File: src/design/wmt_defs.svh
// Constants for the channel 5..7 window-monitor threshold register bank
// Operation
// - Upper high-limit byte compares with result bits 11:4.
// - High-limit low nibble sits in margin register bits 7:4, compares with bits 3:0.
// - Low-limit low nibble sits in persistence register bits 7:4, compares with bits 3:0.
// - Upper low-limit byte plus its nibble form the 12-bit low limit.
// - Alert flag sets only after n+1 consecutive out-of-window samples.
// - 4-bit margin shifted left three acts on both limits as 7-bit hysteresis.
// - Reset sets upper high-limit bytes and high-limit nibbles to all ones.
// - Reset clears low-limit bytes, low-limit nibbles and persistence counts.
// - Reset loads each margin register with 0xF0.
// - Per channel: margin, high limit, persistence, low limit at consecutive addresses.
// - All fields read back the last value the host wrote.
`ifndef WMT_DEFS_SVH
`define WMT_DEFS_SVH

// Register addresses
`define WMT_CH5_MARGIN_AND_HIGH_NIBBLE  8'h34
`define WMT_CH5_HIGH_LIMIT_UPPER        8'h35
`define WMT_CH5_PERSIST_AND_LOW_NIBBLE  8'h36
`define WMT_CH5_LOW_LIMIT_UPPER         8'h37
`define WMT_CH6_MARGIN_AND_HIGH_NIBBLE  8'h38
`define WMT_CH6_HIGH_LIMIT_UPPER        8'h39
`define WMT_CH6_PERSIST_AND_LOW_NIBBLE  8'h3A
`define WMT_CH6_LOW_LIMIT_UPPER         8'h3B
`define WMT_CH7_MARGIN_AND_HIGH_NIBBLE  8'h3C
`define WMT_CH7_HIGH_LIMIT_UPPER        8'h3D
`define WMT_CH7_PERSIST_AND_LOW_NIBBLE  8'h3E
`define WMT_CH7_LOW_LIMIT_UPPER         8'h3F

// Slot of each register inside a channel group
`define WMT_SLOT_MARGIN   2'h0
`define WMT_SLOT_HIGH     2'h1
`define WMT_SLOT_PERSIST  2'h2
`define WMT_SLOT_LOW      2'h3

// Reset values
`define WMT_RST_MARGIN   8'hF0
`define WMT_RST_HIGH     8'hFF
`define WMT_RST_PERSIST  8'h00
`define WMT_RST_LOW      8'h00

// Field positions
`define WMT_NIB_MSB   7
`define WMT_NIB_LSB   4
`define WMT_CFG_MSB   3
`define WMT_CFG_LSB   0
`define WMT_HYST_SHIFT 3

// Persistence counter ceiling, one above the largest count setting
`define WMT_CNT_MAX   5'h10

// First converter channel served by this bank
`define WMT_FIRST_CH  3'h5

`endif

File: src/design/wmt_pkg.sv
// Types shared by the window-monitor threshold bank
`default_nettype none
package wmt_pkg;
   typedef logic [7:0]  wmt_byte_t;
   typedef logic [11:0] wmt_code_t;
   typedef logic [3:0]  wmt_nib_t;
   typedef logic [3:0]  wmt_idx_t;
   typedef logic [4:0]  wmt_cnt_t;

   typedef enum logic [1:0] {
      WMT_IN    = 2'b00,
      WMT_OVER  = 2'b01,
      WMT_UNDER = 2'b10
   } wmt_win_e;
endpackage : wmt_pkg
`default_nettype wire

File: src/design/wmt_win_chk.sv
// Per-channel window comparator with hysteresis and persistence counter
`timescale 1ns/10ps
`default_nettype none
`include "wmt_defs.svh"

module wmt_win_chk (
   input  wire logic               clk,
   input  wire logic               rst_b,
   input  wire logic               sample_valid,
   input  wire wmt_pkg::wmt_code_t sample_code,
   input  wire wmt_pkg::wmt_byte_t high_top,
   input  wire wmt_pkg::wmt_nib_t  high_nib,
   input  wire wmt_pkg::wmt_byte_t low_top,
   input  wire wmt_pkg::wmt_nib_t  low_nib,
   input  wire wmt_pkg::wmt_nib_t  margin,
   input  wire wmt_pkg::wmt_nib_t  persist,
   output logic                    alert_set
);

   wmt_pkg::wmt_code_t high_lim;
   wmt_pkg::wmt_code_t low_lim;
   wmt_pkg::wmt_code_t hyst;
   wmt_pkg::wmt_code_t high_rel;
   logic [12:0]        low_sum;
   wmt_pkg::wmt_code_t low_rel;
   wmt_pkg::wmt_win_e  state_reg;
   wmt_pkg::wmt_win_e  state_next;
   wmt_pkg::wmt_cnt_t  cnt_reg;
   wmt_pkg::wmt_cnt_t  cnt_next;
   wmt_pkg::wmt_cnt_t  cnt_plus;

   ////////////////////////////////////////////////////////////////////////////////
   // Limits
   always_comb begin
      high_lim = {high_top, high_nib};
      low_lim  = {low_top, low_nib};
      hyst     = 12'({margin, 3'h0});
      // Saturate so a wide margin cannot wrap the release point round
      high_rel = (high_lim > hyst) ? (high_lim - hyst) : 12'h000;
      low_sum  = {1'b0, low_lim} + {1'b0, hyst};
      low_rel  = low_sum[12] ? 12'hFFF : low_sum[11:0];
   end

   ////////////////////////////////////////////////////////////////////////////////
   // Window state and persistence count
   always_comb begin
      state_next = state_reg;
      cnt_next   = cnt_reg;
      // Saturate so a long excursion can never wrap back below the setting
      cnt_plus   = (cnt_reg == `WMT_CNT_MAX) ? cnt_reg : cnt_reg + 5'h01;
      alert_set  = 1'b0;
      if (sample_valid) begin
         unique case (state_reg)
            wmt_pkg::WMT_IN: begin
               if (sample_code > high_lim) begin
                  state_next = wmt_pkg::WMT_OVER;
               end else if (sample_code < low_lim) begin
                  state_next = wmt_pkg::WMT_UNDER;
               end
            end
            wmt_pkg::WMT_OVER: begin
               if (sample_code < low_lim) begin
                  state_next = wmt_pkg::WMT_UNDER;
               end else if (sample_code <= high_rel) begin
                  state_next = wmt_pkg::WMT_IN;
               end
            end
            wmt_pkg::WMT_UNDER: begin
               if (sample_code > high_lim) begin
                  state_next = wmt_pkg::WMT_OVER;
               end else if (sample_code >= low_rel) begin
                  state_next = wmt_pkg::WMT_IN;
               end
            end
            default: begin
               state_next = wmt_pkg::WMT_IN;
            end
         endcase
         if (state_next == wmt_pkg::WMT_IN) begin
            cnt_next = 5'h00;
         end else begin
            cnt_next  = cnt_plus;
            alert_set = (cnt_plus >= ({1'b0, persist} + 5'h01));
         end
      end
   end

   always_ff @(posedge clk or negedge rst_b) begin
      if (!rst_b) begin
         state_reg <= wmt_pkg::WMT_IN;
         cnt_reg   <= 5'h00;
      end else begin
         state_reg <= state_next;
         cnt_reg   <= cnt_next;
      end
   end

endmodule : wmt_win_chk
`default_nettype wire

File: src/design/wmt_threshold_regs.sv
// Window-monitor threshold register bank for converter channels 5 to 7
`timescale 1ns/10ps
`default_nettype none
`include "wmt_defs.svh"

module wmt_threshold_regs (
   input  wire logic               CLK,
   input  wire logic               RST_B,
   input  wire logic [7:0]         REG_ADDR,
   input  wire wmt_pkg::wmt_byte_t REG_WDATA,
   input  wire logic               REG_WR,
   input  wire logic               REG_RD,
   output wmt_pkg::wmt_byte_t      REG_RDATA,
   output logic                    REG_HIT,
   input  wire logic               SAMPLE_VALID,
   input  wire logic [2:0]         SAMPLE_CH,
   input  wire wmt_pkg::wmt_code_t SAMPLE_DATA,
   input  wire logic [2:0]         ALERT_CLR,
   output logic [2:0]              ALERT
);

   localparam int NUM_REGS = 12;
   localparam int NUM_CH   = 3;

   wmt_pkg::wmt_byte_t mem_reg  [NUM_REGS];
   wmt_pkg::wmt_byte_t mem_next [NUM_REGS];
   logic               in_range;
   logic [7:0]         addr_ofs;
   wmt_pkg::wmt_idx_t  idx;
   wmt_pkg::wmt_byte_t rdata_reg;
   wmt_pkg::wmt_byte_t rdata_next;
   logic               hit_reg;
   logic               hit_next;
   logic [2:0]         alert_reg;
   logic [2:0]         alert_next;
   logic [2:0]         alert_set;
   logic [2:0]         ch_valid;

   ////////////////////////////////////////////////////////////////////////////////
   // Address decode
   always_comb begin
      in_range = (REG_ADDR >= `WMT_CH5_MARGIN_AND_HIGH_NIBBLE) &&
                 (REG_ADDR <= `WMT_CH7_LOW_LIMIT_UPPER);
      addr_ofs = REG_ADDR - `WMT_CH5_MARGIN_AND_HIGH_NIBBLE;
      idx      = addr_ofs[3:0];
   end

   ////////////////////////////////////////////////////////////////////////////////
   // Register storage
   always_comb begin
      for (int i = 0; i < NUM_REGS; i++) begin
         mem_next[i] = mem_reg[i];
      end
      if (REG_WR && in_range) begin
         mem_next[idx] = REG_WDATA;
      end
   end

   for (genvar r = 0; r < NUM_REGS; r++) begin : g_reg
      // Reset value chosen by the slot inside the channel group
      localparam wmt_pkg::wmt_byte_t RST_VAL =
         (r % 4 == 0) ? `WMT_RST_MARGIN :
         (r % 4 == 1) ? `WMT_RST_HIGH   :
         (r % 4 == 2) ? `WMT_RST_PERSIST : `WMT_RST_LOW;
      always_ff @(posedge CLK or negedge RST_B) begin
         if (!RST_B) begin
            mem_reg[r] <= RST_VAL;
         end else begin
            mem_reg[r] <= mem_next[r];
         end
      end
   end

   ////////////////////////////////////////////////////////////////////////////////
   // Read port: data one cycle after the strobe, zero outside the bank
   always_comb begin
      rdata_next = rdata_reg;
      hit_next   = 1'b0;
      if (REG_RD) begin
         hit_next   = in_range;
         rdata_next = in_range ? mem_reg[idx] : 8'h00;
      end
   end

   always_ff @(posedge CLK or negedge RST_B) begin
      if (!RST_B) begin
         rdata_reg <= 8'h00;
         hit_reg   <= 1'b0;
      end else begin
         rdata_reg <= rdata_next;
         hit_reg   <= hit_next;
      end
   end

   ////////////////////////////////////////////////////////////////////////////////
   // Per-channel comparators
   for (genvar c = 0; c < NUM_CH; c++) begin : g_ch
      always_comb begin
         ch_valid[c] = SAMPLE_VALID && (SAMPLE_CH == (`WMT_FIRST_CH + 3'(c)));
      end
      wmt_win_chk u_chk (
         .clk          (CLK),
         .rst_b        (RST_B),
         .sample_valid (ch_valid[c]),
         .sample_code  (SAMPLE_DATA),
         .high_top     (mem_reg[4*c + `WMT_SLOT_HIGH]),
         .high_nib     (mem_reg[4*c + `WMT_SLOT_MARGIN][`WMT_NIB_MSB:`WMT_NIB_LSB]),
         .low_top      (mem_reg[4*c + `WMT_SLOT_LOW]),
         .low_nib      (mem_reg[4*c + `WMT_SLOT_PERSIST][`WMT_NIB_MSB:`WMT_NIB_LSB]),
         .margin       (mem_reg[4*c + `WMT_SLOT_MARGIN][`WMT_CFG_MSB:`WMT_CFG_LSB]),
         .persist      (mem_reg[4*c + `WMT_SLOT_PERSIST][`WMT_CFG_MSB:`WMT_CFG_LSB]),
         .alert_set    (alert_set[c])
      );
   end

   ////////////////////////////////////////////////////////////////////////////////
   // Alert flags: a new event wins over a clear in the same cycle
   always_comb begin
      alert_next = (alert_reg & ~ALERT_CLR) | alert_set;
   end

   always_ff @(posedge CLK or negedge RST_B) begin
      if (!RST_B) begin
         alert_reg <= 3'h0;
      end else begin
         alert_reg <= alert_next;
      end
   end

   assign REG_RDATA = rdata_reg;
   assign REG_HIT   = hit_reg;
   assign ALERT     = alert_reg;

endmodule : wmt_threshold_regs
`default_nettype wire

File: config.mk
export PLATFORM = sky130hd
export DESIGN_NAME = wmt_threshold_regs
export DESIGN_NICKNAME = d
export VERILOG_FILES = /design/src/design/wmt_pkg.sv /design/src/design/wmt_win_chk.sv /design/src/design/wmt_threshold_regs.sv
export VERILOG_INCLUDE_DIRS = /design/src /design/src/design
export SDC_FILE = /design/constraint.sdc
export NUM_CORES = 1
export LEC_CHECK = 0
export BUFFER_PORTS_ARGS = -buffer_cell sky130_fd_sc_hd__buf_2
export CAP_MARGIN = 30
export CORE_ASPECT_RATIO = 0.7
export CORE_MARGIN = 2
export CORE_UTILIZATION = 29
export CTS_CLUSTER_DIAMETER = 120
export DETAILED_ROUTE_END_ITERATION = 16
export SYNTH_ARGS = -nofsm -noshare
export SYNTH_HDL_FRONTEND = slang
export SYNTH_SLANG_ARGS = --single-unit
File: constraint.sdc
create_clock -name CLK -period 4.73 [get_ports CLK]
set_input_delay 0.7095 -clock CLK [delete_from_list [all_inputs] [get_ports CLK]]
set_output_delay 0.7095 -clock CLK [all_outputs]
set_load 0.005 [all_outputs]
Yosys cells after proc, flatten, opt, wreduce, memory -nomap -nowiden. Cells that the tools add are included.

Register bits: 129. Bits of input ports: 39. Logic and storage cells: 134.

Add/sub/neg operators: 13. Magnitude comparators: 22. Equal/unequal tests: 12. Multiplexer cells: 50. Bitwise gates (word level): 4. Reduce and logical (&&, ||, !) cells: 12.

Operators by type and width (number): 96-bit bitwise mux (1); 12-bit 2-to-1 mux (6); 2-bit 2-to-1 mux (21); 12-bit by 7-bit adder with 13-bit output (3); 12-bit >= comparator (3); 12-bit greater-than comparator (3); 12-bit by 7-bit greater-than comparator with 1-bit output (3); 12-bit less-or-equal comparator (3); 12-bit less-than comparator (3); 12-bit by 7-bit subtractor with 12-bit output (3); 8-bit binary-select mux with 4-bit select (1); 8-bit demux with 4-bit select (1); 8-bit 2-to-1 mux (4); 5-bit 2-to-1 mux (6); 2-bit case mux with 3 select lines (3); 4-bit by 1-bit adder with 5-bit output (second input constant) (3); 5-bit by 1-bit adder with 5-bit output (second input constant) (3); 5-bit equality test (second input constant) (3); 5-bit >= comparator (3); 2-bit zero test (6); 3-bit equality test (second input constant) (3); 8-bit by 6-bit >= comparator with 1-bit output (second input constant) (1); 8-bit by 6-bit less-or-equal comparator with 1-bit output (second input constant) (1); 1-bit 2-to-1 mux (7); other kinds (10) (19).

Logic depth before layout (Yosys ltp). Gate-level depths: netlist (run 1).

Depth in word-level cells: 11. Depth in mapped cells: 17. Gate-level depth less buffers: 17.

Cells and area by module. From an unflattened synthesis (run 1), not the netlist that was laid out.

Cell total of the unflattened synthesis: 1242. Area total of the unflattened synthesis: 11811.3 µm².

Modules (own cells, without submodules): wmt_threshold_regs (times used 1, cells each 377, area an instance 5157.4 µm², sequential area each 2747.6 µm²); wmt_win_chk (g_ch[2].u_chk) (times used 1, cells each 286, area an instance 2230.9 µm², sequential area each 175.2 µm²); wmt_win_chk (g_ch[1].u_chk) (times used 1, cells each 291, area an instance 2213.4 µm², sequential area each 175.2 µm²); wmt_win_chk (g_ch[0].u_chk) (times used 1, cells each 288, area an instance 2209.6 µm², sequential area each 175.2 µm²).

Worst setup path before layout (run 1). No wires, ideal clock.

Kind: reg-to-reg. Start point: register mem_reg[25] (netlist name). End point: register alert_reg[2], in the netlist ALERT[2]. Setup time: 0.132 ns. Data arrival time: 3.701 ns. Required time: 4.598 ns. Setup slack: 0.897 ns. Stages on the path, launching flop included: 18. Buffers on the path: 1. Cells stage by stage: dfrtp_1 -> inv_1 -> ha_1 -> nor2b_1 -> o21ai_0 -> nand2b_1 -> a211o_1 -> a211o_1 -> clkbuf_1 -> nand2_1 -> ha_1 -> nor2b_1 -> o211ai_1 -> a21oi_1 -> or4b_2 -> a31oi_1 -> o211a_1 -> o32ai_1.

Word-level cells in the longest chain between the ends: 11. Elaborated cells between the ends (all ways): 17.

RTL lines: from (decl) (RTL line wmt_threshold_regs.sv:25) `wmt_pkg::wmt_byte_t mem_reg [NUM_REGS];`; from (signal, indexed assignment) (RTL line wmt_threshold_regs.sv:69) `mem_reg[r] <= mem_next[r];`; 12-bit by 7-bit adder with 13-bit output, or another cell as far along (RTL line wmt_win_chk.sv:40) `low_sum = {1'b0, low_lim} + {1'b0, hyst};`; 12-bit 2-to-1 mux, on equally long branches (RTL line wmt_win_chk.sv:41, wmt_win_chk.sv:39); 12-bit >= comparator or 12-bit less-or-equal comparator (tied branches) (RTL line wmt_win_chk.sv:71, wmt_win_chk.sv:64); 2-bit 2-to-1 mux, on equally long branches (RTL line wmt_win_chk.sv:71, wmt_win_chk.sv:64); 2-bit 2-to-1 mux, on equally long branches (RTL line wmt_win_chk.sv:69, wmt_win_chk.sv:62); 2-bit case mux with 3 select lines * (RTL line wmt_win_chk.sv:53) `unique case (state_reg)`; 2-bit 2-to-1 mux * (RTL line wmt_win_chk.sv:52) `if (sample_valid) begin`; 2-bit zero test * (RTL line wmt_win_chk.sv:79) `if (state_next == wmt_pkg::WMT_IN) begin`; 1-bit 2-to-1 mux * (RTL line wmt_win_chk.sv:79); 1-bit 2-to-1 mux * (RTL line wmt_win_chk.sv:52); 3-bit bitwise OR * (RTL line wmt_threshold_regs.sv:119) `alert_next = (alert_reg & ~ALERT_CLR) | alert_set;`; named net alert_next[2] (RTL line wmt_threshold_regs.sv:35) `logic [2:0] alert_next;`; to (signal assigned) (RTL line wmt_threshold_regs.sv:126) `alert_reg <= alert_next;`; to (decl) (RTL line wmt_threshold_regs.sv:34) `logic [2:0] alert_reg;`.

The timed path passes the listed nets; every way through them passes the cells marked *. The select of a mux whose other input is x is not followed. A chain may end at the register's enable or synchronous reset.

Worst setup path in the final report (run 1).
Start point: register mem_reg[25] (netlist name). End point: register g_ch[2].u_chk.cnt_reg[4].

Word-level cells in the longest chain between the ends: 9. Elaborated cells between the ends (all ways): 15.

RTL lines: 12-bit by 7-bit adder with 13-bit output, or another cell as far along (RTL line wmt_win_chk.sv:40); 12-bit 2-to-1 mux, on equally long branches (RTL line wmt_win_chk.sv:41, wmt_win_chk.sv:39); 12-bit >= comparator or 12-bit less-or-equal comparator (tied branches) (RTL line wmt_win_chk.sv:71, wmt_win_chk.sv:64); 2-bit 2-to-1 mux, on equally long branches (RTL line wmt_win_chk.sv:71, wmt_win_chk.sv:64); 2-bit 2-to-1 mux, on equally long branches (RTL line wmt_win_chk.sv:69, wmt_win_chk.sv:62); 2-bit case mux with 3 select lines * (RTL line wmt_win_chk.sv:53); 2-bit 2-to-1 mux * (RTL line wmt_win_chk.sv:52); 2-bit zero test * (RTL line wmt_win_chk.sv:79); 5-bit 2-to-1 mux * (RTL line wmt_win_chk.sv:79); to (signal assigned) (RTL line wmt_win_chk.sv:94) `cnt_reg <= cnt_next;`; to (decl) (RTL line wmt_win_chk.sv:28) `wmt_pkg::wmt_cnt_t cnt_reg;`.

Every way passes the cells marked *; elsewhere a longest branch is shown, timed or not. The select of a mux whose other input is x is not followed.

==> results of run 1 <==
[layout by cell type (no fill, tap or decap), drive strengths merged, types with 5 or more instances in the layout]
| cell type | instances |
|---|---|
| a21oi | 66 |
| buf | 60 |
| fa | 6 |
| clkinvlp | 5 |
| inv | 111 |
| o21a | 5 |
| nand2b | 28 |
| nand3 | 30 |
| o22ai | 10 |
| o31ai | 11 |
| dfrtp | 93 |
| and2 | 8 |
| a211oi | 9 |
| or2 | 5 |
| xor2 | 12 |
| mux2 | 43 |
| and3 | 5 |
| mux4 | 24 |
| xnor2 | 37 |
| nand4 | 34 |
| o211ai | 14 |
| nor2b | 27 |
| ha | 193 |
| a211o | 7 |
| nor2 | 66 |
| a21o | 15 |
| o21ai | 109 |
| clkbuf | 17 |
| a22oi | 8 |
| nor3 | 24 |
| nand2 | 141 |
| dfstp | 36 |
[routing by layer]
metal  up-vias  GRT usage  routed length [um]
met3        48     0.0472                3160
met4         0     0.0556                 815
met2       343      0.254               14200
li1       4597          -                   -
met1      4682      0.265               18000
met5         -          0                   0
[cell usage after synthesis (4+ instances only)]
| master | n |
|---|---|
| clkbuf_1 | 21 |
| inv_1 | 109 |
| nor2b_1 | 27 |
| o21ai_0 | 109 |
| o21a_1 | 5 |
| o22ai_1 | 10 |
| nor3_1 | 24 |
| fa_1 | 6 |
| a211oi_1 | 9 |
| or2_2 | 5 |
| xnor2_1 | 37 |
| a211o_1 | 7 |
| nor4b_1 | 4 |
| and2_1 | 8 |
| nand4_1 | 34 |
| buf_2 | 8 |
| a21oi_1 | 65 |
| and3_1 | 5 |
| nand2b_1 | 27 |
| dfstp_2 | 36 |
| mux2_1 | 9 |
| o211ai_1 | 14 |
| nand3_1 | 27 |
| ha_1 | 193 |
| a22oi_1 | 8 |
| mux4_2 | 24 |
| nor2_2 | 11 |
| a31oi_1 | 4 |
| nor2_1 | 55 |
| xor2_1 | 12 |
| o31ai_1 | 11 |
| dfrtp_1 | 93 |
| nand2_1 | 141 |
| mux2_2 | 34 |
| buf_4 | 4 |
| a21o_1 | 15 |
| buf_1 | 4 |
[through the flow]
step                      cells  power, mW
final                      1838       3.99
after CTS                  1837       4.01
after global placement     1804       2.50
after detailed placement   1805       2.54
after floorplan            1255       2.16
after global routing       1837       4.24
[power groups by stage]
stage	sequential, mW	combinational (mW)	clock (mW)
floorplan	1.32	0.842	0
global placement	1.37	1.14	0
detailed placement	1.37	1.17	0
CTS	1.35	1.18	1.48
global route	1.37	1.35	1.52
finish	1.36	1.18	1.46
[worst paths after layout]
| path | startpoint | endpoint | slack (ns) | cells after the start |
|---|---|---|---|---|
| worst max-delay path | mem_reg[25] | g_ch[2].u_chk.cnt_reg[4] | 0.45 | 16 |
| worst min-delay path | RST_B | mem_reg[6] | 0.13 | 1 |
| worst max register to register | mem_reg[25] | g_ch[2].u_chk.cnt_reg[4] | 0.45 | 16 |
| worst min register to register | ALERT[1] | ALERT[1] | 0.52 | 2 |
| max in group asynchronous | RST_B | REG_RDATA[6] | 3.44 | 2 |
| min in group CLK | ALERT_CLR[2] | ALERT[2] | 0.45 | 2 |
[kinds of logic after synthesis]
kind of cell	share of synthesized area
and+or+nand+nor	0.167
AOI/OAI and AO/OA	0.148
adders and majority gates	0.221
buffers and inverters	0.0499
DFF	0.285
muxes	0.0919
xor gates and xnor gates	0.0374
[worst max-delay path, cell delays in order, from the launching register on]
cell and delay (ns):
dfrtp_1 0.48, inv_1 0.09, ha_1 0.31, nor2b_1 0.13
o21ai_0 0.16, nand2b_1 0.11, a211o_1 0.38, a211o_1 0.42
nand2_1 0.13, ha_1 0.24, nor2b_1 0.13, o211ai_1 0.16
a21oi_1 0.08, or4b_2 0.64, a31oi_1 0.24, o211a_1 0.32
o31ai_1 0.11
[cell type report]
class | count | area [sq um] | share of cell area
Multi-Input combinational cell | 980 | 7630 | 0.590
Clock buffer | 17 | 425 | 0.0329
Tap cell | 527 | 659 | 0.0510
Sequential cell | 129 | 3270 | 0.253
Clock inverter | 15 | 210 | 0.0162
Antenna cell | 1 | 2.50 | 0.000193
Timing Repair Buffer | 60 | 329 | 0.0254
Inverter | 109 | 409 | 0.0316
==> run_results.csv, run 1 <==
group,metric,value,unit
final_layout,nets,1535,
clock_network,numClockSinks,129,
power,p_per_area,309,mW/mm^2
route,via_per_inst,5.26,
floorplanning,row_count,60,
grt,grtUsageTotal,0.180,
route,drc_errors,0,
power,p_sw,1.38,mW
power,swShare,0.345,
sta,max_freq,0.234,GHz
clock_network,cts_tree,"done",
clock_network,cts_resized,0,
synth,synthTopCellsByArea,"ha_1 (21%), dfrtp_1 (20%), dfstp_2 (8.2%)",
final_layout,area_growth,12.7,%
place,pre_cts_slack,0.501,ns
outcome,status,"completed",
place,place.port_buffers,50,
grt,grt_pass1_wl,55.8,mm
synth,synthDistinctLibCells,62,
setup_path,critPathKind,"reg -> reg",
power,p_leak,6.13,nW
synth,synth_area,0.0115,sq mm
sta,skew,0.00841,ns
sta,timing.setup.tns,0,ns
place,placedInstanceArea,0.0123,sq mm
power,internal-power,2.62,mW
clock_network,cts_setup_buffers,0,
synth,synthFlopType,"dfrtp_1",
clock_network,ctsHtreeMaxLevel,4,
grt,grt_overflow,0,
synth,synth_edf_count,0,
clock_network,root_buffer,"clkbuf_16",
final_layout,largest_register_ffs,96,
setup_path,cp.required,5.03,ns
sta,slew_viol_final,0,
floorplanning,die-width,242,um
clock_network,clk_latency,0.45,ns
power,power.share.clock,0.365,
route,num_vias,9670,
synth,synth_top_area_frac,0.210,
clock_network,cts_buffers,17,
power,peakVddDrop,0.000288,V
setup_path,cp.arrival,4.58,ns
synth,ys_ff_latch,129,
sta,worst_pin_slew,0.983,ns
clock_network,clk_pin_slew_worst_paths,0.06,ns
floorplanning,fp.dieH,170,um
synth,yosys_warnings,0,
grt,grt_max_degree,66,
place,gp_congestion,0.886,
synth,avgSynthCellArea,9.14,sq um
synth,syn-instance-count,1255,
setup_path,end_kind,"flop",
synth,yosysSeqAreaShare,0.285,
clock_network,cts-hold-fix-buffers,0,
floorplanning,coreArea,0.0387,sq mm
route,wl,36.2,mm
final_layout,final_util,0.334,
final_layout,final_area,0.0129,sq mm
setup_path,cp-start-kind,"flop",
final_layout,fillCellCount,3974,
sta,fin_hold_ws,0.128,ns
power,p_seq_frac,0.340,
synth,synthArstFlopShare,1.00,
floorplanning,dieArea,0.0412,sq mm
clock_network,clockBufferDepth,2,
sta,finalSetupViolations,0,
synth,yosysTopAreaCell,"ha_1",
sta,finalCritPeriodShare,0.905,
floorplanning,ioPinCount,51,
route,final_antenna_net_count,0,
route,drtIter0Drc,826,
grt,grt_pass1_vias,9394,
grt,antenna_found_initial,1,
sta,rsz0062_at_grt,"no",
route,dr.pass1.iters,5,
sta,hold_violations,0,
run,cap_viol_max_count,0,
synth,synth_nets,1493,
sta,min_period,4.28,ns
floorplanning,start_util,0.296,
power,power_frac_comb,0.295,
sta,max_slew_margin,0.336,
place,hpwl,27.7,mm
setup_path,crit_path_max_fanout,11,
min_path,hold_class,"in -> async",
sta,worst_slack,0.448,ns
final_layout,drive_gt1_frac,0.162,
route,wl_per_cell,19.7,um
Note: power is estimated with default switching activity, not from simulation.
==> run 2: changes to the inputs <==
ABC_AREA = 1   (was not set)
==> run 2 against run 1 <==
Sequential power down 4%. First-iteration DRC count up 25%. Sequential share of layout area down 0.81 points. Die area up 3.6%. Fmax up 18%. Global-route usage down 0.16 points. Total power down 2.4%. Critical path depth up 7. Area after synthesis up 3.6%. Wire length up 3.7%. Worst setup slack better by 0.65 ns. Combinational power down 7%. Critical endpoint is now ALERT[2].
==> run_results.csv, run 2 <==
group,metric,value,unit
outcome,status,"completed",
synth,avgSynthCellArea,7.00,sq um
route,drc_errors,0,
setup_path,critPathMaxStageDelay,0.52,ns
sta,finalCritPeriodShare,0.767,
synth,synthArstFlopShare,1.00,
sta,min_period,3.63,ns
setup_path,end_kind,"flop",
sta,finalSetupViolations,0,
floorplanning,row_count,62,
route,via_per_inst,4.92,
place,placedInstanceArea,0.0127,sq mm
synth,ys_ff_latch,129,
setup_path,r2r_slack,1.10,ns
setup_path,crit_top_cell,"nand2_1",
grt,grt_pass1_vias,10700,
grt,met3_usage,0.0288,
final_layout,final_common_cell,"nand2_1",
floorplanning,start_util,0.292,
clock_network,clk_pin_slew_worst_paths,0.06,ns
setup_path,r2r-start,"mem_reg[31]",
setup_path,cp.required,5.05,ns
setup_path,cp-start-kind,"flop",
setup_path,reg2reg_depth,23,
final_layout,largest_register_ffs,96,
sta,skew,0.0136,ns
place,hpwl,28.3,mm
floorplanning,fp.dieH,173,um
power,p_leak,6.57,nW
synth,yosysTopAreaCell,"ha_1",
clock_network,cts-hold-fix-buffers,0,
grt,busiest_layer,"met1",
route,dr.pass1.iters,5,
place,place.port_buffers,50,
final_layout,diodes,0,
power,peakVddDrop,0.000207,V
grt,grt_max_degree,63,
sta,max_slew_margin,0.339,
route,num_vias,11300,
route,wl_per_cell,16.4,um
floorplanning,coreArea,0.0407,sq mm
sta,max_freq,0.276,GHz
grt,antenna_found_initial,0,
clock_network,cts_tree,"done",
grt,met2_usage,0.261,
power,p_total,3.90,mW
setup_path,crit_slowest_cell,"dfstp_2",
power,p_per_area,292,mW/mm^2
clock_network,numClockSinks,129,
final_layout,final_cell_mix,"nand2_1 (476), inv_1 (249), ha_1 (193)",
synth,synthDistinctLibCells,39,
sta,slew_viol_final,0,
synth,synthFlopType,"dfrtp_1",
setup_path,path_cells,"inv_1 -> ha_1 -> fa_1 -> nor2_1 -> o21ai_0 -> inv_1 -> nor2_1 -> nand2_1 -> inv_1 -> a31oi_1 -> o21ai_0 -> ha_1 -> nand2_1 -> nor2_1 -> nand2_1 -> o21ai_0 -> inv_1 -> nand3_1 -> nand2_1 -> inv_1 -> nand3_1 -> nand2_1 -> nand2_1",
setup_path,critPathKind,"reg -> reg",
clock_network,cts_buffers,17,
synth,synthTopCellsByArea,"ha_1 (20%), dfrtp_1 (20%), nand2_1 (15%)",
grt,grt_overflow,0,
floorplanning,die-width,246,um
run,cap_viol_max_count,0,
sta,hold_violations,0,
synth,synth_top_area_frac,0.203,
synth,yosys-top-cells-count,"nand2_1 (476), inv_1 (249), ha_1 (193)",
sta,worst_pin_slew,0.984,ns
final_layout,fillCellCount,4309,
clock_network,cts_resized,0,
synth,yosysSeqAreaShare,0.275,
place,gp_congestion,0.925,
route,drtIter0Drc,1034,
min_path,hold_class,"in -> async",
final_layout,drive_gt1_frac,0.0898,
clock_network,ctsHtreeMaxLevel,4,
sta,timing.setup.tns,0,ns
floorplanning,ioPinCount,51,
grt,grtUsageTotal,0.179,
floorplanning,dieArea,0.0427,sq mm
setup_path,crit_path_max_fanout,6,
grt,grt_pass1_wl,58.9,mm
synth,yosys_warnings,0,
setup_path,critical-path-top-delay-family,"simple AND/OR/NAND/NOR gates",
synth,synth_nets,1937,
final_layout,area_growth,12.4,%
setup_path,reg2reg_to,"ALERT[2]",
clock_network,clk_latency,0.43,ns
route,final_antenna_net_count,0,
setup_path,cp-endpoint,"ALERT[2]",
sta,rsz0062_at_grt,"no",
setup_path,path_buf_inv,5,
clock_network,root_buffer,"clkbuf_16",
synth,yosysMostFrequentCell,"nand2_1",
setup_path,cp_num_cells,23,
synth,syn-instance-count,1699,
synth,synth_area,0.0119,sq mm
final_layout,nets,1973,
clock_network,clockBufferDepth,2,
route,wl,37.5,mm
final_layout,final_area,0.0134,sq mm
clock_network,cts_setup_buffers,0,
setup_path,cp.arrival,3.95,ns
setup_path,crit_path_start,"mem_reg[31]",
synth,synth_edf_count,0,
grt,grtUsageMet1,0.268,
==> run 2: cell families (layout without fill, tap and decap cells) <==
kind of cell | after synthesis | after routing | synth area share
simple gates | 764 | 764 | 0.267
compound gates | 296 | 296 | 0.136
buf+inv | 289 | 338 | 0.0927
fa+ha+maj | 199 | 199 | 0.213
flops | 129 | 129 | 0.275
xor+xnor | 22 | 22 | 0.0162
==> run 2: final cells by class <==
cell class	instances	area, sq um	area share
clock buffers	20	467	0.0349
inverters	254	953	0.0713
well taps	544	681	0.0509
clock inverters	12	203	0.0152
flip-flops and latches	129	3270	0.245
multi-input cells	1281	7520	0.562
repair buffers	52	272	0.0203
==> run 2: worst min-delay path by stage <==
| stage | from | to | slack, ns | cells past startpoint |
|---|---|---|---|---|
| after global placement | mem_reg[31] | mem_reg[31] | 0.47 | 2 |
| after floorplan | RST_B | ALERT[0] | 0.41 | 0 |
| after CTS | RST_B | mem_reg[9] | 0.14 | 1 |
| final | RST_B | mem_reg[9] | 0.13 | 1 |
| after detailed placement | ALERT[1] | ALERT[1] | 0.46 | 2 |
| after global routing | RST_B | mem_reg[1] | 0.15 | 1 |
==> run 2: where the power goes <==
group	switching (mW)	internal, mW
Sequential	0.107	1.19
Combinational	0.694	0.408
Clock	0.522	0.980
==> run 2: metrics by stage <==
stage	hold WS, ns	std cells	setup slack (ns)	util
detailed placement	0.463	2260	1.13	0.312
finish	0.135	2292	1.10	0.328
floorplan	0.414	1699	1.67	-
global placement	0.465	2260	1.20	0.312
global route	0.152	2292	0.562	0.328
CTS	0.144	2292	1.12	0.328
==> run 2: metal layers <==
layer  part of all wire  vias to the layer above  wire length (um)
met4              0.022                        0               828
met3              0.064                       45              2390
met2               0.41                      326             15300
li1                   -                     5637                 -
met1               0.51                     5263             19000
met5                  0                        -                 0
==> run 2: worst register-to-register path: cells and delay by family (launching register included) <==
kind                       cells  cell delay (ns)
and+or+nand+nor               11             1.13
buffers and inverters          5             0.35
DFF                            1             0.52
AOI/OAI and AO/OA              4             0.57
adders and majority gates      3             0.98
==> run 3: changes to the inputs <==
clock period = 3.35 ns   (was 4.73 ns; I/O delays follow)
==> run 3 against run 2 <==
Combinational power grew 54%. Clock power increased by 41%. Count of clock-buffer cells in the layout down 2. Largest cell class unchanged. Largest power group unchanged.
==> run_results.csv, run 3 (synthesis gave the netlist of run 2 again) <==
group,metric,value,unit
outcome,status,"completed",
grt,grt_overflow,0,
setup_path,crit_top_cell,"nand2_1",
route,wl,38.4,mm
final_layout,area_growth,17.0,%
setup_path,crit_path_max_fanout,6,
setup_path,cp.required,3.67,ns
final_layout,largest_register_ffs,96,
sta,hold_violations,0,
power,p_total,5.63,mW
final_layout,drive_gt1_frac,0.138,
final_layout,fillCellCount,4241,
power,swShare,0.348,
clock_network,cts-hold-fix-buffers,0,
route,final_antenna_net_count,0,
min_path,hold_class,"in -> async",
sta,min_period,3.13,ns
place,place.port_buffers,50,
setup_path,path_buf_inv,3,
clock_network,cts_buffers,17,
setup_path,critical-path-top-delay-family,"simple AND/OR/NAND/NOR gates",
sta,skew,0.0102,ns
route,dr.pass1.iters,5,
run,cap_viol_max_count,0,
place,hpwl,28.7,mm
route,drc_errors,0,
clock_network,ctsHtreeMaxLevel,4,
setup_path,r2r-start,"mem_reg[58]",
setup_path,cp-start-kind,"flop",
grt,antenna_found_initial,2,
sta,slew_viol_final,0,
setup_path,end_kind,"flop",
place,placedInstanceArea,0.0129,sq mm
floorplanning,coreArea,0.0407,sq mm
floorplanning,dieArea,0.0427,sq mm
grt,grt_max_degree,68,
power,p_leak,6.79,nW
final_layout,final_cell_mix,"nand2_1 (470), inv_1 (245), ha_1 (181)",
clock_network,numClockSinks,129,
setup_path,critPathKind,"reg -> reg",
sta,max_freq,0.319,GHz
grt,grt_pass1_vias,10900,
setup_path,cp_num_cells,22,
setup_path,crit_slowest_cell,"dfrtp_1",
place,gp_congestion,0.931,
final_layout,final_common_cell,"nand2_1",
sta,finalCritPeriodShare,0.935,
power,power_frac_comb,0.300,
clock_network,clockBufferDepth,2,
floorplanning,ioPinCount,51,
sta,finalSetupViolations,0,
sta,worst_pin_slew,0.806,ns
grt,grtUsageTotal,0.182,
clock_network,clk_pin_slew_worst_paths,0.06,ns
sta,timing.setup.tns,0,ns
clock_network,cts_tree,"done",
power,internal-power,3.67,mW
route,num_vias,11500,
sta,max_slew_margin,0.462,
floorplanning,die-width,246,um
floorplanning,row_count,62,
clock_network,clk_latency,0.43,ns
power,peakVddDrop,0.000335,V
route,via_per_inst,4.94,
power,p_per_area,405,mW/mm^2
route,drtIter0Drc,1172,
setup_path,r2r_slack,0.22,ns
clock_network,root_buffer,"clkbuf_16",
grt,grt_pass1_wl,60.2,mm
power,p_seq_frac,0.323,
setup_path,cp.arrival,3.45,ns
setup_path,critPathMaxStageDelay,0.37,ns
final_layout,final_area,0.0139,sq mm
power,p_sw,1.96,mW
route,wl_per_cell,16.4,um
setup_path,reg2reg_to,"ALERT[1]",
setup_path,reg2reg_depth,22,
power,power.share.clock,0.377,
floorplanning,fp.dieH,173,um
floorplanning,start_util,0.292,
final_layout,nets,2014,
setup_path,path_cells,"buf_4 -> ha_1 -> nand3_1 -> nand3_1 -> nand2_1 -> a21oi_2 -> nand2_2 -> nor2_2 -> buf_4 -> a21oi_1 -> ha_1 -> nand2_1 -> inv_1 -> nand3_1 -> nor3_1 -> nand2_1 -> nand2_1 -> nand2_1 -> nand2_1 -> nand3_4 -> nand2_1 -> nand2_1",
[run 3: worst max-delay path by stage]
stage	from	endpoint
finish	mem_reg[58]	ALERT[1]
floorplan	mem_reg[31]	ALERT[2]
CTS	mem_reg[58]	ALERT[1]
detailed placement	mem_reg[31]	ALERT[2]
global placement	mem_reg[31]	g_ch[2].u_chk.cnt_reg[4]
global route	mem_reg[65]	g_ch[0].u_chk.cnt_reg[4]
[run 3: per-layer routing]
layer | part of all wire | GRT usage
met1 | 0.48 | 0.270
met2 | 0.42 | 0.264
met3 | 0.077 | 0.0294
met4 | 0.024 | 0.0641
met5 | 0 | 0
[run 3: metrics by stage]
step / util / instances / hold WS (ns) / setup WS (ns)
floorplan: - / 1699 / 0.207 / 0.293
global placement: 0.317 / 2289 / 0.459 / 0.00555
detailed placement: 0.317 / 2289 / 0.463 / -0.0335
CTS: 0.334 / 2321 / 0.0921 / 0.0126
global route: 0.342 / 2334 / 0.114 / -0.0736
finish: 0.342 / 2334 / 0.0582 / 0.218
[run 3: final cells by class]
cell class,instances,area (sq um),share of cell area
multi-input cells,1281,7740,0.557
flip-flops and latches,129,3280,0.236
inverters,254,956,0.0687
well taps,544,681,0.0489
repair buffers,93,596,0.0428
clock buffers,18,429,0.0308
clock inverters,14,228,0.0164
diodes,1,2.50,0.000180
[run 3: what timing repair did]
action,CTS,global route
gates cloned,0,0
setup endpoints to repair,6,21
pin swaps,0,15
setup buffers,0,12
gates resized for setup,1,64
[run 3: power by group through the flow]
stage | registers (mW) | logic (mW) | clock network [mW]
4_1_cts | 1.82 | 1.61 | 2.14
3_3_place_gp | 1.84 | 1.54 | 0
2_1_floorplan | 1.80 | 1.11 | 0
3_5_place_dp | 1.84 | 1.60 | 0
6_report | 1.82 | 1.69 | 2.12
5_1_grt | 1.84 | 1.95 | 2.21
[run 3: worst reg2reg max path, stage by stage, from the launching register on]
cell	delay [ns]
dfrtp_1	0.37
buf_4	0.14
ha_1	0.35
nand3_1	0.12
nand3_1	0.08
nand2_1	0.10
a21oi_2	0.19
nand2_2	0.11
nor2_2	0.14
buf_4	0.17
a21oi_1	0.08
ha_1	0.30
nand2_1	0.05
inv_1	0.06
nand3_1	0.06
nor3_1	0.17
nand2_1	0.08
nand2_1	0.06
nand2_1	0.05
nand2_1	0.13
nand3_4	0.12
nand2_1	0.08
nand2_1	0.05
